[src/rtl/sspa_consts.svh]
/*
  Constants of the serial to PCM adapter: offsets, fields, reset values
  and timing counts.
  Assumes a 40 MHz system clock and an 8 MHz port tick.
*/
`ifndef SSPA_CONSTS_SVH
`define SSPA_CONSTS_SVH

// ********************************************************************
// Register map (byte addresses, one word each)
// ********************************************************************
`define SSPA_CTRL_OFS 4'h0
`define SSPA_STATUS_OFS 4'h4
`define SSPA_MASK_OFS 4'h8
`define SSPA_LOC_OFS 4'hc

// ********************************************************************
// Field positions
// ********************************************************************
`define SSPA_CF_RATE56 0
`define SSPA_CF_DTE 8
`define SSPA_CF_REVERSE 16
`define SSPA_CF_LOOP 24
`define SSPA_ST_TXLOC 0
`define SSPA_ST_RXLOC 8
`define SSPA_ST_SLIP 16

// ********************************************************************
// Reset values
// ********************************************************************
`define SSPA_CTRL_RST 32'h0000_0000
`define SSPA_MASK_RST 24'h00_0000

// ********************************************************************
// Timing
// ********************************************************************
`define SSPA_SYS_HZ 40000000
`define SSPA_TICK_HZ 8000000
`define SSPA_TICK_DIV (`SSPA_SYS_HZ / `SSPA_TICK_HZ)
`define SSPA_RATE64_BPS 64000
`define SSPA_RATE56_BPS 56000
`define SSPA_PERIOD64_TICKS (`SSPA_TICK_HZ / `SSPA_RATE64_BPS)
`define SSPA_PERIOD56_TICKS (`SSPA_TICK_HZ / `SSPA_RATE56_BPS)
`define SSPA_LOC_WINDOW_TICKS (2 * `SSPA_PERIOD56_TICKS)

`endif

[src/rtl/sspa_pkg.sv]
/*
  Types of the serial port adapter: per-port state and whole-block state.
  Assumes the constants header is included by the design file.
*/
package sspa_pkg;

  // ******************************************************************
  // Per-port state
  // ******************************************************************
  typedef struct packed {
    logic [1:0] txc_p;
    logic [1:0] txc_n;
    logic txc_prev;
    logic [1:0] rxc_p;
    logic [1:0] rxc_n;
    logic rxc_prev;
    logic [1:0] rxd_p;
    logic [1:0] rxd_n;
    logic [7:0] div_cnt;
    logic clk;
    logic [2:0] tx_idx;
    logic [7:0] tx_byte;
    logic tx_bit;
    logic tx_rd;
    logic [2:0] rx_idx;
    logic [7:0] rx_raw;
    logic [7:0] rx_out;
    logic rx_wr;
    logic [8:0] txloc_cnt;
    logic [8:0] rxloc_cnt;
    logic tx_loc;
    logic rx_loc;
  } port_type;

  // ******************************************************************
  // Block state
  // ******************************************************************
  typedef struct packed {
    port_type [7:0] port;
    logic [2:0] tick_cnt;
    logic [31:0] ctrl;
    logic [23:0] status;
    logic [23:0] mask;
    logic ack;
    logic [31:0] rdata;
  } state_type;

endpackage : sspa_pkg

[src/rtl/sync_serial_pcm_port_adapter.sv]
/*
  Eight-port synchronous serial to PCM adapter with an Avalon-MM register
  slave and one level interrupt.
  Assumes show-ahead PCM FIFOs on the same clock, line receivers ahead of
  the pos/neg pins, and a pin wrapper that resolves the clock pin enables.
*/
`timescale 1ns/100ps
`include "sspa_consts.svh"

module sync_serial_pcm_port_adapter #(
  parameter logic [8:0] LOC_WINDOW = 9'(`SSPA_LOC_WINDOW_TICKS)
) (
  input wire logic sys_clk,
  input wire logic arst_n,
  input wire logic [3:0] avs_address,
  input wire logic avs_read,
  input wire logic avs_write,
  input wire logic [31:0] avs_writedata,
  input wire logic [3:0] avs_byteenable,
  output logic [31:0] avs_readdata,
  output logic avs_waitrequest,
  output logic irq,
  input wire logic [7:0] transmit_clock_pos_seen,
  input wire logic [7:0] transmit_clock_neg_seen,
  output logic [7:0] transmit_clock_pos_drive,
  output logic [7:0] transmit_clock_neg_drive,
  output logic [7:0] transmit_clock_pos_enable,
  output logic [7:0] transmit_clock_neg_enable,
  input wire logic [7:0] receive_clock_pos_seen,
  input wire logic [7:0] receive_clock_neg_seen,
  output logic [7:0] receive_clock_pos_drive,
  output logic [7:0] receive_clock_neg_drive,
  output logic [7:0] receive_clock_pos_enable,
  output logic [7:0] receive_clock_neg_enable,
  output logic [7:0] transmit_serial_pos,
  output logic [7:0] transmit_serial_neg,
  input wire logic [7:0] receive_serial_pos,
  input wire logic [7:0] receive_serial_neg,
  output logic [63:0] pcm_rx_byte,
  output logic [7:0] pcm_rx_write,
  input wire logic [7:0] pcm_rx_room,
  input wire logic [63:0] pcm_tx_byte,
  output logic [7:0] pcm_tx_read,
  input wire logic [7:0] pcm_tx_avail,
  output logic [23:0] clock_absent_detect
);
  import sspa_pkg::*;

  // ******************************************************************
  // Local constants
  // ******************************************************************
  localparam logic [2:0] TICK_LAST = 3'(`SSPA_TICK_DIV - 1);
  localparam logic [7:0] P64 = 8'(`SSPA_PERIOD64_TICKS);
  localparam logic [7:0] P56 = 8'(`SSPA_PERIOD56_TICKS);

  // ******************************************************************
  // Functions
  // ******************************************************************

  // Packs the shifted-in bits (last bit in bit 0) into a PCM byte.
  function automatic logic [7:0] pack_byte(input logic [7:0] raw,
                                           input logic r56,
                                           input logic rev);
    logic [7:0] b;
    b = r56 ? {raw[6:0], 1'b0} : raw;
    if (rev) begin
      for (int k = 0; k < 8; k++) begin
        b[k] = raw[7 - k];
      end
      if (r56) begin
        b[0] = 1'b0;
      end
    end
    return b;
  endfunction : pack_byte

  // Picks serial bit k (0 is sent first) out of a PCM byte.
  function automatic logic unpack_bit(input logic [7:0] b,
                                      input logic [2:0] k,
                                      input logic r56,
                                      input logic rev);
    logic [2:0] pos;
    pos = rev ? 3'(k + {2'b00, r56}) : 3'(3'd7 - k);
    return b[pos];
  endfunction : unpack_bit

  // Merges a write into a register under the byte enables.
  function automatic logic [31:0] merge_be(input logic [31:0] old,
                                           input logic [31:0] wd,
                                           input logic [3:0] be);
    logic [31:0] r;
    r = old;
    for (int k = 0; k < 4; k++) begin
      if (be[k]) begin
        r[8*k +: 8] = wd[8*k +: 8];
      end
    end
    return r;
  endfunction : merge_be

  state_type q;
  state_type d;
  logic tick;
  logic [7:0] rate56;
  logic [7:0] dte;
  logic [7:0] rev;
  logic [7:0] loop;

  assign rate56 = q.ctrl[`SSPA_CF_RATE56 +: 8];
  assign dte = q.ctrl[`SSPA_CF_DTE +: 8];
  assign rev = q.ctrl[`SSPA_CF_REVERSE +: 8];
  assign loop = q.ctrl[`SSPA_CF_LOOP +: 8];
  assign tick = (q.tick_cnt == TICK_LAST);

  // ******************************************************************
  // Next-state logic
  // ******************************************************************

  // All pins are resynchronised first; every port then runs on the one
  // system clock, paced by the 8 MHz tick in the source role and by its received clock edges in the follower role.
  always_comb begin
    logic [23:0] set;
    logic [23:0] clr;
    logic [7:0] per;
    logic [2:0] last;
    logic txc;
    logic rxc;
    logic rxd;
    logic tx_fall;
    logic rx_rise;
    logic tx_edge;
    logic rx_edge;
    logic [7:0] nxt;
    set = '0;
    clr = '0;
    per = '0;
    last = '0;
    txc = 1'b0;
    rxc = 1'b0;
    rxd = 1'b0;
    tx_fall = 1'b0;
    rx_rise = 1'b0;
    tx_edge = 1'b0;
    rx_edge = 1'b0;
    nxt = '0;
    d = q;
    d.tick_cnt = tick ? 3'h0 : 3'(q.tick_cnt + 3'h1);
    for (int i = 0; i < 8; i++) begin
      d.port[i].txc_p = {q.port[i].txc_p[0], transmit_clock_pos_seen[i]};
      d.port[i].txc_n = {q.port[i].txc_n[0], transmit_clock_neg_seen[i]};
      d.port[i].rxc_p = {q.port[i].rxc_p[0], receive_clock_pos_seen[i]};
      d.port[i].rxc_n = {q.port[i].rxc_n[0], receive_clock_neg_seen[i]};
      d.port[i].rxd_p = {q.port[i].rxd_p[0], receive_serial_pos[i]};
      d.port[i].rxd_n = {q.port[i].rxd_n[0], receive_serial_neg[i]};
      txc = q.port[i].txc_p[1] & ~q.port[i].txc_n[1];
      rxc = q.port[i].rxc_p[1] & ~q.port[i].rxc_n[1];
      rxd = q.port[i].rxd_p[1] & ~q.port[i].rxd_n[1];
      d.port[i].txc_prev = txc;
      d.port[i].rxc_prev = rxc;
      tx_edge = txc ^ q.port[i].txc_prev;
      rx_edge = rxc ^ q.port[i].rxc_prev;
      per = rate56[i] ? P56 : P64;
      last = rate56[i] ? 3'h6 : 3'h7;
      d.port[i].rx_wr = 1'b0;
      d.port[i].tx_rd = 1'b0;
      // Source role: one divider makes both port clocks, so the whole path
      // is locked to the system clock. Received clocks only ever pace
      // their own port and reach nothing else.
      if (tick) begin
        d.port[i].div_cnt = (q.port[i].div_cnt >= per - 8'h1) ? 8'h0 :
                            8'(q.port[i].div_cnt + 8'h1);
      end
      d.port[i].clk = (q.port[i].div_cnt >= (per >> 1));
      if (dte[i]) begin
        tx_fall = q.port[i].txc_prev & ~txc;
        rx_rise = ~q.port[i].rxc_prev & rxc;
      end else begin
        tx_fall = tick && q.port[i].div_cnt == 8'h0;
        rx_rise = tick && q.port[i].div_cnt == (per >> 1);
      end
      // Transmit shift register: a byte is fetched when the first bit
      // goes out. An empty FIFO repeats the previous byte; only the follower role records a slip.
      if (tx_fall) begin
        nxt = q.port[i].tx_byte;
        if (q.port[i].tx_idx == 3'h0) begin
          if (pcm_tx_avail[i]) begin
            nxt = pcm_tx_byte[8*i +: 8];
            d.port[i].tx_rd = 1'b1;
            if (loop[i]) begin
              d.port[i].rx_out = nxt;
              d.port[i].rx_wr = pcm_rx_room[i];
            end
          end else if (dte[i]) begin
            set[`SSPA_ST_SLIP + i] = 1'b1;
          end
        end
        d.port[i].tx_byte = nxt;
        d.port[i].tx_bit = unpack_bit(nxt, q.port[i].tx_idx, rate56[i],
                                      rev[i]);
        d.port[i].tx_idx = (q.port[i].tx_idx >= last) ? 3'h0 :
                           3'(q.port[i].tx_idx + 3'h1);
      end
      if (loop[i]) begin
        d.port[i].tx_bit = rxd;
      end
      // Receive shift register: a full byte goes to the FIFO unless the
      // port is looped; a full FIFO drops it and, in the follower role, records a slip.
      if (rx_rise) begin
        d.port[i].rx_raw = {q.port[i].rx_raw[6:0], rxd};
        if (q.port[i].rx_idx >= last) begin
          d.port[i].rx_idx = 3'h0;
          if (!loop[i]) begin
            if (pcm_rx_room[i]) begin
              d.port[i].rx_out = pack_byte(d.port[i].rx_raw, rate56[i],
                                           rev[i]);
              d.port[i].rx_wr = 1'b1;
            end else if (dte[i]) begin
              set[`SSPA_ST_SLIP + i] = 1'b1;
            end
          end
        end else begin
          d.port[i].rx_idx = 3'(q.port[i].rx_idx + 3'h1);
        end
      end
      // Clock-loss watch: counts ticks without an edge, saturating at the
      // window. The source role holds it clear and raises nothing.
      if (!dte[i]) begin
        d.port[i].txloc_cnt = 9'h0;
        d.port[i].rxloc_cnt = 9'h0;
      end else begin
        if (tx_edge) begin
          d.port[i].txloc_cnt = 9'h0;
        end else if (tick && q.port[i].txloc_cnt < LOC_WINDOW) begin
          d.port[i].txloc_cnt = 9'(q.port[i].txloc_cnt + 9'h1);
        end
        if (rx_edge) begin
          d.port[i].rxloc_cnt = 9'h0;
        end else if (tick && q.port[i].rxloc_cnt < LOC_WINDOW) begin
          d.port[i].rxloc_cnt = 9'(q.port[i].rxloc_cnt + 9'h1);
        end
      end
      d.port[i].tx_loc = (d.port[i].txloc_cnt == LOC_WINDOW);
      d.port[i].rx_loc = (d.port[i].rxloc_cnt == LOC_WINDOW);
      if (dte[i] && d.port[i].tx_loc != q.port[i].tx_loc) begin
        set[`SSPA_ST_TXLOC + i] = 1'b1;
      end
      if (dte[i] && d.port[i].rx_loc != q.port[i].rx_loc) begin
        set[`SSPA_ST_RXLOC + i] = 1'b1;
      end
    end
    // Register slave: the first cycle of a request latches read data and
    // raises the acknowledge; writes land on the acknowledged edge.
    d.ack = (avs_read | avs_write) & ~q.ack;
    if (avs_read && !q.ack) begin
      case (avs_address)
        `SSPA_CTRL_OFS: d.rdata = q.ctrl;
        `SSPA_STATUS_OFS: begin
          d.rdata = {8'h00, q.status};
          clr = q.status;
        end
        `SSPA_MASK_OFS: d.rdata = {8'h00, q.mask};
        `SSPA_LOC_OFS: begin
          for (int i = 0; i < 8; i++) begin
            d.rdata[i] = q.port[i].tx_loc;
            d.rdata[8 + i] = q.port[i].rx_loc;
          end
          d.rdata[31:16] = 16'h0000;
        end
        default: d.rdata = 32'h0000_0000;
      endcase
    end
    if (avs_write && q.ack) begin
      case (avs_address)
        `SSPA_CTRL_OFS: d.ctrl = merge_be(q.ctrl, avs_writedata,
                                          avs_byteenable);
        `SSPA_MASK_OFS: d.mask = 24'(merge_be({8'h00, q.mask},
                                    avs_writedata, avs_byteenable));
        default: d.mask = q.mask;
      endcase
    end
    // A fresh event beats the clear of a status read in the same cycle.
    d.status = (q.status & ~clr) | set;
  end

  // ******************************************************************
  // State register
  // ******************************************************************
  always_ff @(posedge sys_clk or negedge arst_n) begin
    if (!arst_n) begin
      q <= '0;
      q.ctrl <= `SSPA_CTRL_RST;
      q.mask <= `SSPA_MASK_RST;
    end else begin
      q <= d;
    end
  end

  // ******************************************************************
  // Outputs
  // ******************************************************************

  // Clock pins are driven only in the source role; each pair is
  // complementary.
  always_comb begin
    for (int i = 0; i < 8; i++) begin
      transmit_clock_pos_drive[i] = q.port[i].clk;
      transmit_clock_neg_drive[i] = ~q.port[i].clk;
      receive_clock_pos_drive[i] = q.port[i].clk;
      receive_clock_neg_drive[i] = ~q.port[i].clk;
      transmit_serial_pos[i] = q.port[i].tx_bit;
      transmit_serial_neg[i] = ~q.port[i].tx_bit;
      pcm_rx_byte[8*i +: 8] = q.port[i].rx_out;
      pcm_rx_write[i] = q.port[i].rx_wr;
      pcm_tx_read[i] = q.port[i].tx_rd;
      clock_absent_detect[i] = q.port[i].tx_loc;
      clock_absent_detect[8 + i] = q.port[i].rx_loc;
    end
    transmit_clock_pos_enable = ~dte;
    transmit_clock_neg_enable = ~dte;
    receive_clock_pos_enable = ~dte;
    receive_clock_neg_enable = ~dte;
    clock_absent_detect[23:16] = q.status[`SSPA_ST_SLIP +: 8];
    avs_readdata = q.rdata;
    avs_waitrequest = (avs_read | avs_write) & ~q.ack;
    irq = |(q.status & q.mask);
  end

  for (genvar g = 0; g < 8; g++) begin : g_chk
    logic rx_line;
    assign rx_line = q.port[g].rxd_p[1] & ~q.port[g].rxd_n[1];

  end
endmodule : sync_serial_pcm_port_adapter

[config.mk]
export PLATFORM = sky130hd
export DESIGN_NAME = sync_serial_pcm_port_adapter
export DESIGN_NICKNAME = d
export VERILOG_FILES = /design/src/rtl/sspa_pkg.sv /design/src/rtl/sync_serial_pcm_port_adapter.sv
export VERILOG_INCLUDE_DIRS = /design/src /design/src/rtl
export SDC_FILE = /design/constraint.sdc
export NUM_CORES = 1
export LEC_CHECK = 0
export ABC_AREA = 0
export BUFFER_PORTS_ARGS = -buffer_cell sky130_fd_sc_hd__buf_2
export CELL_PAD_IN_SITES_DETAIL_PLACEMENT = 0
export CELL_PAD_IN_SITES_GLOBAL_PLACEMENT = 1
export CORE_MARGIN = 2
export CORE_UTILIZATION = 47
export CTS_CLUSTER_DIAMETER = 200
export DETAILED_ROUTE_END_ITERATION = 8
export PLACE_DENSITY = 0.86
export REMOVE_ABC_BUFFERS = 1
export SKIP_CTS_REPAIR_TIMING = 1
export SYNTH_ARGS = -nofsm -noshare
export SYNTH_HDL_FRONTEND = slang
export SYNTH_SLANG_ARGS = --single-unit
[constraint.sdc]
create_clock -name sys_clk -period 4.3 [get_ports sys_clk]
set_clock_uncertainty 0.1 [all_clocks]
set_input_delay 0.43 -clock sys_clk [delete_from_list [all_inputs] [get_ports sys_clk]]
set_output_delay 0.43 -clock sys_clk [all_outputs]
set_load 0.1 [all_outputs]
Yosys cells after proc, flatten, opt, wreduce, memory -nomap -nowiden
Cells that the tools add are included.

$add $sub $neg: 65. $lt $le $gt $ge: 56. Equal/unequal tests: 44. Mux-type cells: 356. Bitwise gates (word level): 120. Reductions and logical operators: 84.

Operator list (number): $mux W9 (96); $mux W8 (56); $mux W1 (152); $add A9 B1 Y9 const B (16); $eq A9 B9 Y1 const B (16); $lt A9 B9 Y1 const B (16); $mux W18 (8); $pmux W32 S4 (1); $mux W3 (25); $add A8 B1 Y8 const B (8); $eq A8 B7 Y1 (8); $ge A8 B7 Y1 (8); $ge A8 B8 Y1 (8); $logic_not A8 Y1 (8); $sub A8 B1 Y8 const B (8); $not A1 Y1 (57); $add A3 B1 Y3 const B (17); $logic_and A1 B1 Y1 (50); $and A24 B24 Y24 (2); $ge A3 B3 Y1 (16); $mux W24 (2); $and A1 B1 Y1 (41); $lt A3 B4 Y1 const B (8); $add A3 B1 Y3 (8); other kinds (18) (90).

Bits in registers: 716. Input port bits: 172. Output and inout port bits: 218. Word-level logic and storage cells: 912.

Depth between registers and ports, before layout
Gate-level depths: netlist of run 1.

Word-level depth: 12. Mapped depth: 12. Depth with buffers taken out: 9.

Worst setup path after synthesis of run 1
Ideal clock, no wire load.

Path kind: register to register. From: reg q[83] (netlist name). To: reg q, in the netlist pcm_rx_byte[16]. Library setup time: 0.137 ns. Arrival time: 2.958 ns. Required time: 4.063 ns. Slack: 1.105 ns. Cell stages (with the launch flop): 12. Path buffers: 2. Cells stage by stage: dfrtp_1 -> clkbuf_1 -> inv_1 -> ha_1 -> nand3b_1 -> or4_1 -> o21ai_1 -> nor3b_1 -> nand2_1 -> clkbuf_1 -> a21oi_1 -> a21oi_1.

RTL lines: start: declaration (RTL line sync_serial_pcm_port_adapter.sv:101) `state_type q;`.

==> results.md, run 1 <==
- RePlAce Congestion: 0.890
- Via count: 28,100
- Gr usage total: 0.226
- RSZ-0062 raised after global routing: false
- Max Used Layer: met5
- Commonest cells in the netlist: 716 x dfrtp_1, 291 x nand2_1, 275 x nor2_1, 235 x o21ai_0, 211 x mux2i_1
- Failing checks: hold timing
- Register Area: 17,900 sq um
- Metal-1 WL: 43,600 um
- Reg clk slew, reported paths: 0.06 ns
- Max frequency: 280 MHz
- Crit-path max FO: 16
- Worst Setup Start Kind: register
- Final Hold Slack: -0.00171 ns
- Setup Viol. Count Final: 0
- Final Cycle Share: 0.829
- WS Path Type: register to register
- Tmin final: 3.57 ns
- Die area: 83,100 sq um
- Avg Inst Size Synth: 10.5 sq um
- Initial Util: 0.473
- Max-Cap Viols: 0
- Share of async-settable or async-resettable flops after synthesis: 1.00
- Routed length per instance: 19.0 um
- Post-synth top area share: 0.472
- DR iter-0 viols: 1,792
- LEAKAGE: 0.0211 uW
- Final Slew Violations: 0
- GRT overflow: 0
- Layout cells sized above 1: 0.212
- Final cell count without fillers: 5,099
- Peak supply drop: 0.366 mV
- Fillers: 6,979
- Root buf cell: clkbuf_16
- Area Overhead vs Synth: 15.6%
- Critical Path AT: 3.95 ns
- Initial antenna violation count: 8
- Cells after Synth: 3,634
- Placed insts: 4,818
- Die width: 288 um
- Rows: 104
- DR WL met3: 6200 um
- Pin count of the biggest net entering global routing: 103
- Longest Clk Path Bufs: 3
- Endpoint type of the worst setup path: register
- Clock Latency Late Sink: 0.63 ns
- Final-report hold violation count: 1
- DRT Wirelength: 96,600 um
- DR vias/cell: 5.52
- Cell Pwr Density: 571 nW/um^2
- Routed Antenna Nets: 0
- HPWL after detailed placement: 68,100 um
- Area of the multi-input gates: 17,600 sq um
- Outcome: finished, violations left
- Top-count cell post-synth: dfrtp_1
- Final net count: 4,306
- Yosys cell types: 93
- CP Data Required Time: 4.68 ns
- Register area share after synthesis: 0.472
- # H-tree levels: 3
- CTS tree: done
- Die Y: 288 um
- Pin slew with the least headroom to its limit: 1.07 ns
- Top post-synthesis cells by area: dfrtp_1 47%, mux2i_1 5.6%, mux2_2 5.4%, ha_1 5.3%, buf_4 3.8%
- Ys Warns: 0
- Core ar.: 80,300 sq um
- First-pass GRT wire length: 149,000 um
- Yosys reg bits: 716
- DRT Pass-1 Iters: 5
- Number of I/O pins: 390
- Port bufs: 389
- Detail Route met2 WL: 44,600 um
- Top_reg_cell synth: dfrtp_1
- DRC: 0
- Number of flops mapped to enable cells by yosys: 0
- Leading area contributor after synthesis: dfrtp_1
- Total Power: 25,100 uW
- Slew margin rel.: 0.286
- Post-Syn Area: 38,000 sq um
- Total CTS buffers: 81
- CTS Sinks: 716
- Vias in the first global route: 26,800
- Hold Path Class: input pin to register
-- area by class of cell --
| class | count | share of cell area |
|---|---|---|
| timing repair buffer | 563 | 0.0840 |
| inverter | 151 | 0.0129 |
| clock inverter | 28 | 0.00647 |
| multi-input combinational | 2459 | 0.402 |
| clock buffer | 117 | 0.0565 |
| tap | 1060 | 0.0302 |
| antenna | 5 | 0.000285 |
| sequential | 716 | 0.408 |
-- kinds of logic (layout without fill, tap and decap cells) --
kind of cell | count (synthesis) | after routing | share of synthesized area
and+or+nand+nor | 1101 | 1101 | 0.147
muxes | 424 | 424 | 0.128
other | 0 | 5 | 0
adders and majority gates | 162 | 162 | 0.0534
buffers and inverters | 459 | 859 | 0.0650
xor gates and xnor gates | 112 | 112 | 0.0258
DFF | 716 | 716 | 0.472
AOI/OAI and AO/OA | 660 | 660 | 0.109
-- cells in the final DEF, fill, tap and decap left out, types with 13 or more instances in the layout --
| cell type | count |
|---|---|
| a21o_1 | 14 |
| o21ai_0 | 235 |
| a22o_1 | 14 |
| and3_1 | 36 |
| or3_1 | 20 |
| nor4_1 | 27 |
| a221oi_1 | 13 |
| clkbuf_16 | 87 |
| buf_2 | 388 |
| xnor2_1 | 68 |
| dfrtp_1 | 716 |
| and4_1 | 13 |
| nor2b_1 | 40 |
| mux2i_1 | 211 |
| a21oi_1 | 154 |
| o21a_1 | 20 |
| inv_1 | 151 |
| a211oi_1 | 43 |
| a31oi_1 | 14 |
| mux4_2 | 31 |
| ha_1 | 162 |
| nand3_1 | 109 |
| nand2b_1 | 65 |
| xor2_1 | 44 |
| buf_4 | 35 |
| o31ai_1 | 30 |
| nand3b_1 | 13 |
| nor2_1 | 269 |
| nor3b_1 | 19 |
| clkbuf_8 | 19 |
| nand4_1 | 45 |
| clkinv_2 | 17 |
| nor3_1 | 47 |
| dlygate4sd3_1 | 131 |
| mux2_2 | 182 |
| nand2_1 | 289 |
-- final timing paths --
check / start / to / slack [ns] / depth (start not counted)
hold reg to reg: d[189] / q[189] / 0.24 / 0
setup reg to reg: q[88] / pcm_rx_byte[58] / 0.73 / 10
setup / recovery: q[88] / pcm_rx_byte[58] / 0.73 / 10
min in group asynchronous: arst_n / q[541] / 0.34 / 2
hold / removal: pcm_rx_room[3] / pcm_rx_write[3] / -0.002 / 2
max in group asynchronous: arst_n / q[298] / 2.70 / 3
-- worst max-delay path: stages (launching register included) --
cell and delay [ns]:
dfrtp_1 0.77, inv_1 0.27, ha_1 0.38, nand4_1 0.08, or4_1 0.46, o21ai_1 0.13, buf_4 0.21, nor3b_1 0.26
nand2_1 0.35, a211oi_1 0.34, a21oi_1 0.07
-- stage by stage --
stage	setup WS (ns)	cell area [sq um]	util	TNS [ns]	hold slack [ns]
after floorplan	-0.0624	36100	-	-1.06	0.0344
after global placement	0.793	39800	0.496	0	0.232
after detailed placement	0.720	39800	0.496	0	0.235
after CTS	0.727	42600	0.531	0	-0.239
after global routing	0.428	43900	0.547	0	-0.00832
final	0.734	43900	0.547	0	-0.00171
-- sequential cells by signal (all words and copies together), names as in the netlist --
signal and count:
avs_readdata 32, clock_absent_detect 24, d 48, dte 8, loop 8, pcm_rx_byte 64
pcm_rx_write 8, pcm_tx_read 8, q 500, receive_clock_pos_drive 8, transmit_serial_pos 8
-- layer usage --
layer,GRT usage,up-vias
li1,-,13400
met3,0.0487,157
met5,0,-
met2,0.355,723
met4,0.0679,10
met1,0.315,13800
-- power breakdown --
part	internal, uW	switching (uW)	total, uW	leakage (uW)
clock network	4300	2830	7130	0.00137
registers	7990	1200	9190	0.00925
logic	2600	6170	8770	0.0105
(Power assumes the default switching activity.)
==> run 2, diff against run 1 <==
==> constraint.sdc (replaced) <==
create_clock -name sys_clk -period 3.7 [get_ports sys_clk]
set_clock_uncertainty 0.1 [all_clocks]
set_input_delay 0.37 -clock sys_clk [delete_from_list [all_inputs] [get_ports sys_clk]]
set_output_delay 0.37 -clock sys_clk [all_outputs]
set_load 0.1 [all_outputs]
==> results.md, run 2 (synthesis gave the netlist of run 1 again) <==
- Outcome: finished, violations left (unchanged)
- Failing checks: hold timing (unchanged)
- Worst path cell trace: inv_1 -> ha_1 -> nand3b_1 -> or4_1 -> o21ai_1 -> buf_4 -> nor3b_1 -> nand2_1 -> a211oi_1 -> a21oi_1 (was inv_1 -> ha_1 -> nand4_1 -> or4_1 -> o21ai_1 -> buf_4 -> nor3b_1 -> nand2_1 -> a211oi_1 -> a21oi_1)
- Die width: 288 um (unchanged)
- Pin count of the biggest net entering global routing: 114 (was 103)
- Core ar.: 80,300 sq um (unchanged)
- Hold Path Class: input pin to register (unchanged)
- Peak supply drop: 0.520 mV (was 0.366 mV)
- Initial antenna violation count: 7 (was 8)
- Placed Area: 40,000 sq um (was 39,800 sq um)
- RSZ-0062 raised after global routing: false (unchanged)
- Clock Latency Late Sink: 0.64 ns (was 0.63 ns)
- Area Overhead vs Synth: 17.1% (was 15.6%)
- Root buf cell: clkbuf_16 (unchanged)
- Leading cell type in the layout, fill and taps excluded: dfrtp_1 (unchanged)
- Max frequency: 308 MHz (was 280 MHz)
- Final Hold Slack: -0.0333 ns (was -0.00171 ns)
- Pre-CTS setup slack: 0.509 ns (was 0.720 ns)
- Gr usage total: 0.231 (was 0.226)
- Routed Antenna Nets: 0 (unchanged)
- Worst Setup Start Kind: register (unchanged)
- Slowest CP cell: or4_1 (was dfrtp_1)
- HPWL after detailed placement: 69,200 um (was 68,100 um)
- GRT overflow: 0 (unchanged)
- CP Data Required Time: 4.08 ns (was 4.68 ns)
- Most flops, register: q (unchanged)
- WS Path Type: register to register (unchanged)
- Final net count: 4,356 (was 4,306)
- R2r setup slk: 0.46 ns (was 0.73 ns)
- Slew margin rel.: 0.337 (was 0.286)
- DRT Pass-1 Iters: 5 (unchanged)
- DR iter-0 viols: 1,996 (was 1,792)
- Pin slew with the least headroom to its limit: 0.991 ns (was 1.07 ns)
- Cell area after layout: 44,500 sq um (was 43,900 sq um)
- CTS tree: done (unchanged)
- Initial Util: 0.473 (unchanged)
- Via count: 28,600 (was 28,100)
- Vias in the first global route: 27,000 (was 26,800)
- WP buf/inv: 2 (unchanged)
- Cell Pwr Density: 665 nW/um^2 (was 571 nW/um^2)
- Total CTS buffers: 83 (was 81)
- Max-Cap Viols: 0 (unchanged)
- Max reg flops: 500 (unchanged)
- Number of I/O pins: 390 (unchanged)
- Layout cells sized above 1: 0.216 (was 0.212)
- Endpoint type of the worst setup path: register (unchanged)
- First-pass GRT wire length: 152,000 um (was 149,000 um)
- Critical path's top delay family: simple AND/OR/NAND/NOR gates (unchanged)
- Critical Path AT: 3.62 ns (was 3.95 ns)
- LEAKAGE: 0.0214 uW (was 0.0211 uW)
- Final Cycle Share: 0.877 (was 0.829)
- Final WS setup: 0.456 ns (was 0.734 ns)
- Longest Clk Path Bufs: 3 (unchanged)
- Fillers: 6,824 (was 6,979)
- Most frequent cells in the layout: 716 x dfrtp_1, 388 x buf_2, 289 x nand2_1 (unchanged)
- DRC: 0 (unchanged)
- # H-tree levels: 3 (unchanged)
- Routed length per instance: 19.2 um (was 19.0 um)
- Largest stage delay on the critical path: 0.52 ns (was 0.77 ns)
- Setup Viol. Count Final: 0 (unchanged)
- Utilization after layout: 0.554 (was 0.547)
- Crit-path max FO: 16 (unchanged)
- Final-report hold violation count: 1 (unchanged)
- Die Y: 288 um (unchanged)
- CTS Sinks: 716 (unchanged)
- DRT Wirelength: 99,100 um (was 96,600 um)
- Rows: 104 (unchanged)
- Tmin final: 3.24 ns (was 3.57 ns)
- Port bufs: 389 (unchanged)
- DR vias/cell: 5.55 (was 5.52)
- Final Slew Violations: 0 (unchanged)
- RePlAce Congestion: 0.885 (was 0.890)
- Die area: 83,100 sq um (unchanged)
- Reg clk slew, reported paths: 0.06 ns (about the same)
run 2: cell count changes in the layout (fill, tap and decap cells not counted), sizes merged:
cell / delta
dlygate4sd3: +23
diode: -1
inv: +3
clkbuf: +3
buf: +25
bufinv: +5
clkinv: -5
run 2: report_power, final:
group	switching (uW)	leakage, uW	internal (uW)
Combinational	7280	0.0107	3070
Clock	3350	0.00142	5290
Sequential	1330	0.00925	9290
Total	12000	0.0214	17600
run 2: per-stage QoR:
| step | power (uW) | setup TNS (ns) | cells |
|---|---|---|---|
| after floorplan | 18500 | -54.57 | 3326 |
| after global placement | 20700 | 0 | 4843 |
| after detailed placement | 20900 | 0 | 4843 |
| after CTS | 29700 | 0 | 4994 |
| after global routing | 31000 | 0 | 5150 |
| final | 29600 | 0 | 5152 |
run 2: worst paths after layout:
kind | startpoint | depth (start not counted) | endpoint
max in group asynchronous | arst_n | 3 | d[713]
max | q[85] | 10 | pcm_rx_byte[37]
max reg2reg | q[85] | 10 | pcm_rx_byte[37]
min reg2reg | d[333] | 0 | q[333]
min in group asynchronous | arst_n | 2 | q[544]
min | avs_write | 3 | q[32]
run 2: final cells by class:
| type | count | area, sq um | share of cell area |
|---|---|---|---|
| sequential | 716 | 17900 | 0.403 |
| clock inverter | 31 | 458 | 0.0103 |
| timing repair buffer | 611 | 4120 | 0.0927 |
| clock buffer | 120 | 2440 | 0.0548 |
| multi-input combinational | 2459 | 17600 | 0.397 |
| inverter | 151 | 567 | 0.0127 |
| tap | 1060 | 1330 | 0.0298 |
| antenna | 4 | 10.0 | 0.000225 |
run 2: per-layer routing:
layer / GRT usage / wire, um / up-vias / share of wire
met5: 0 / 51 / - / 0.00051
met4: 0.0640 / 2160 / 8 / 0.022
met3: 0.0503 / 6350 / 163 / 0.064
met2: 0.365 / 46300 / 777 / 0.47
met1: 0.321 / 44300 / 14100 / 0.45
li1: - / - / 13600 / -
run 2: worst min-delay path, delay by kind of cell:
kind	cells	cell delay [ns]
buf+inv	1	0.13
simple gates	2	0.15
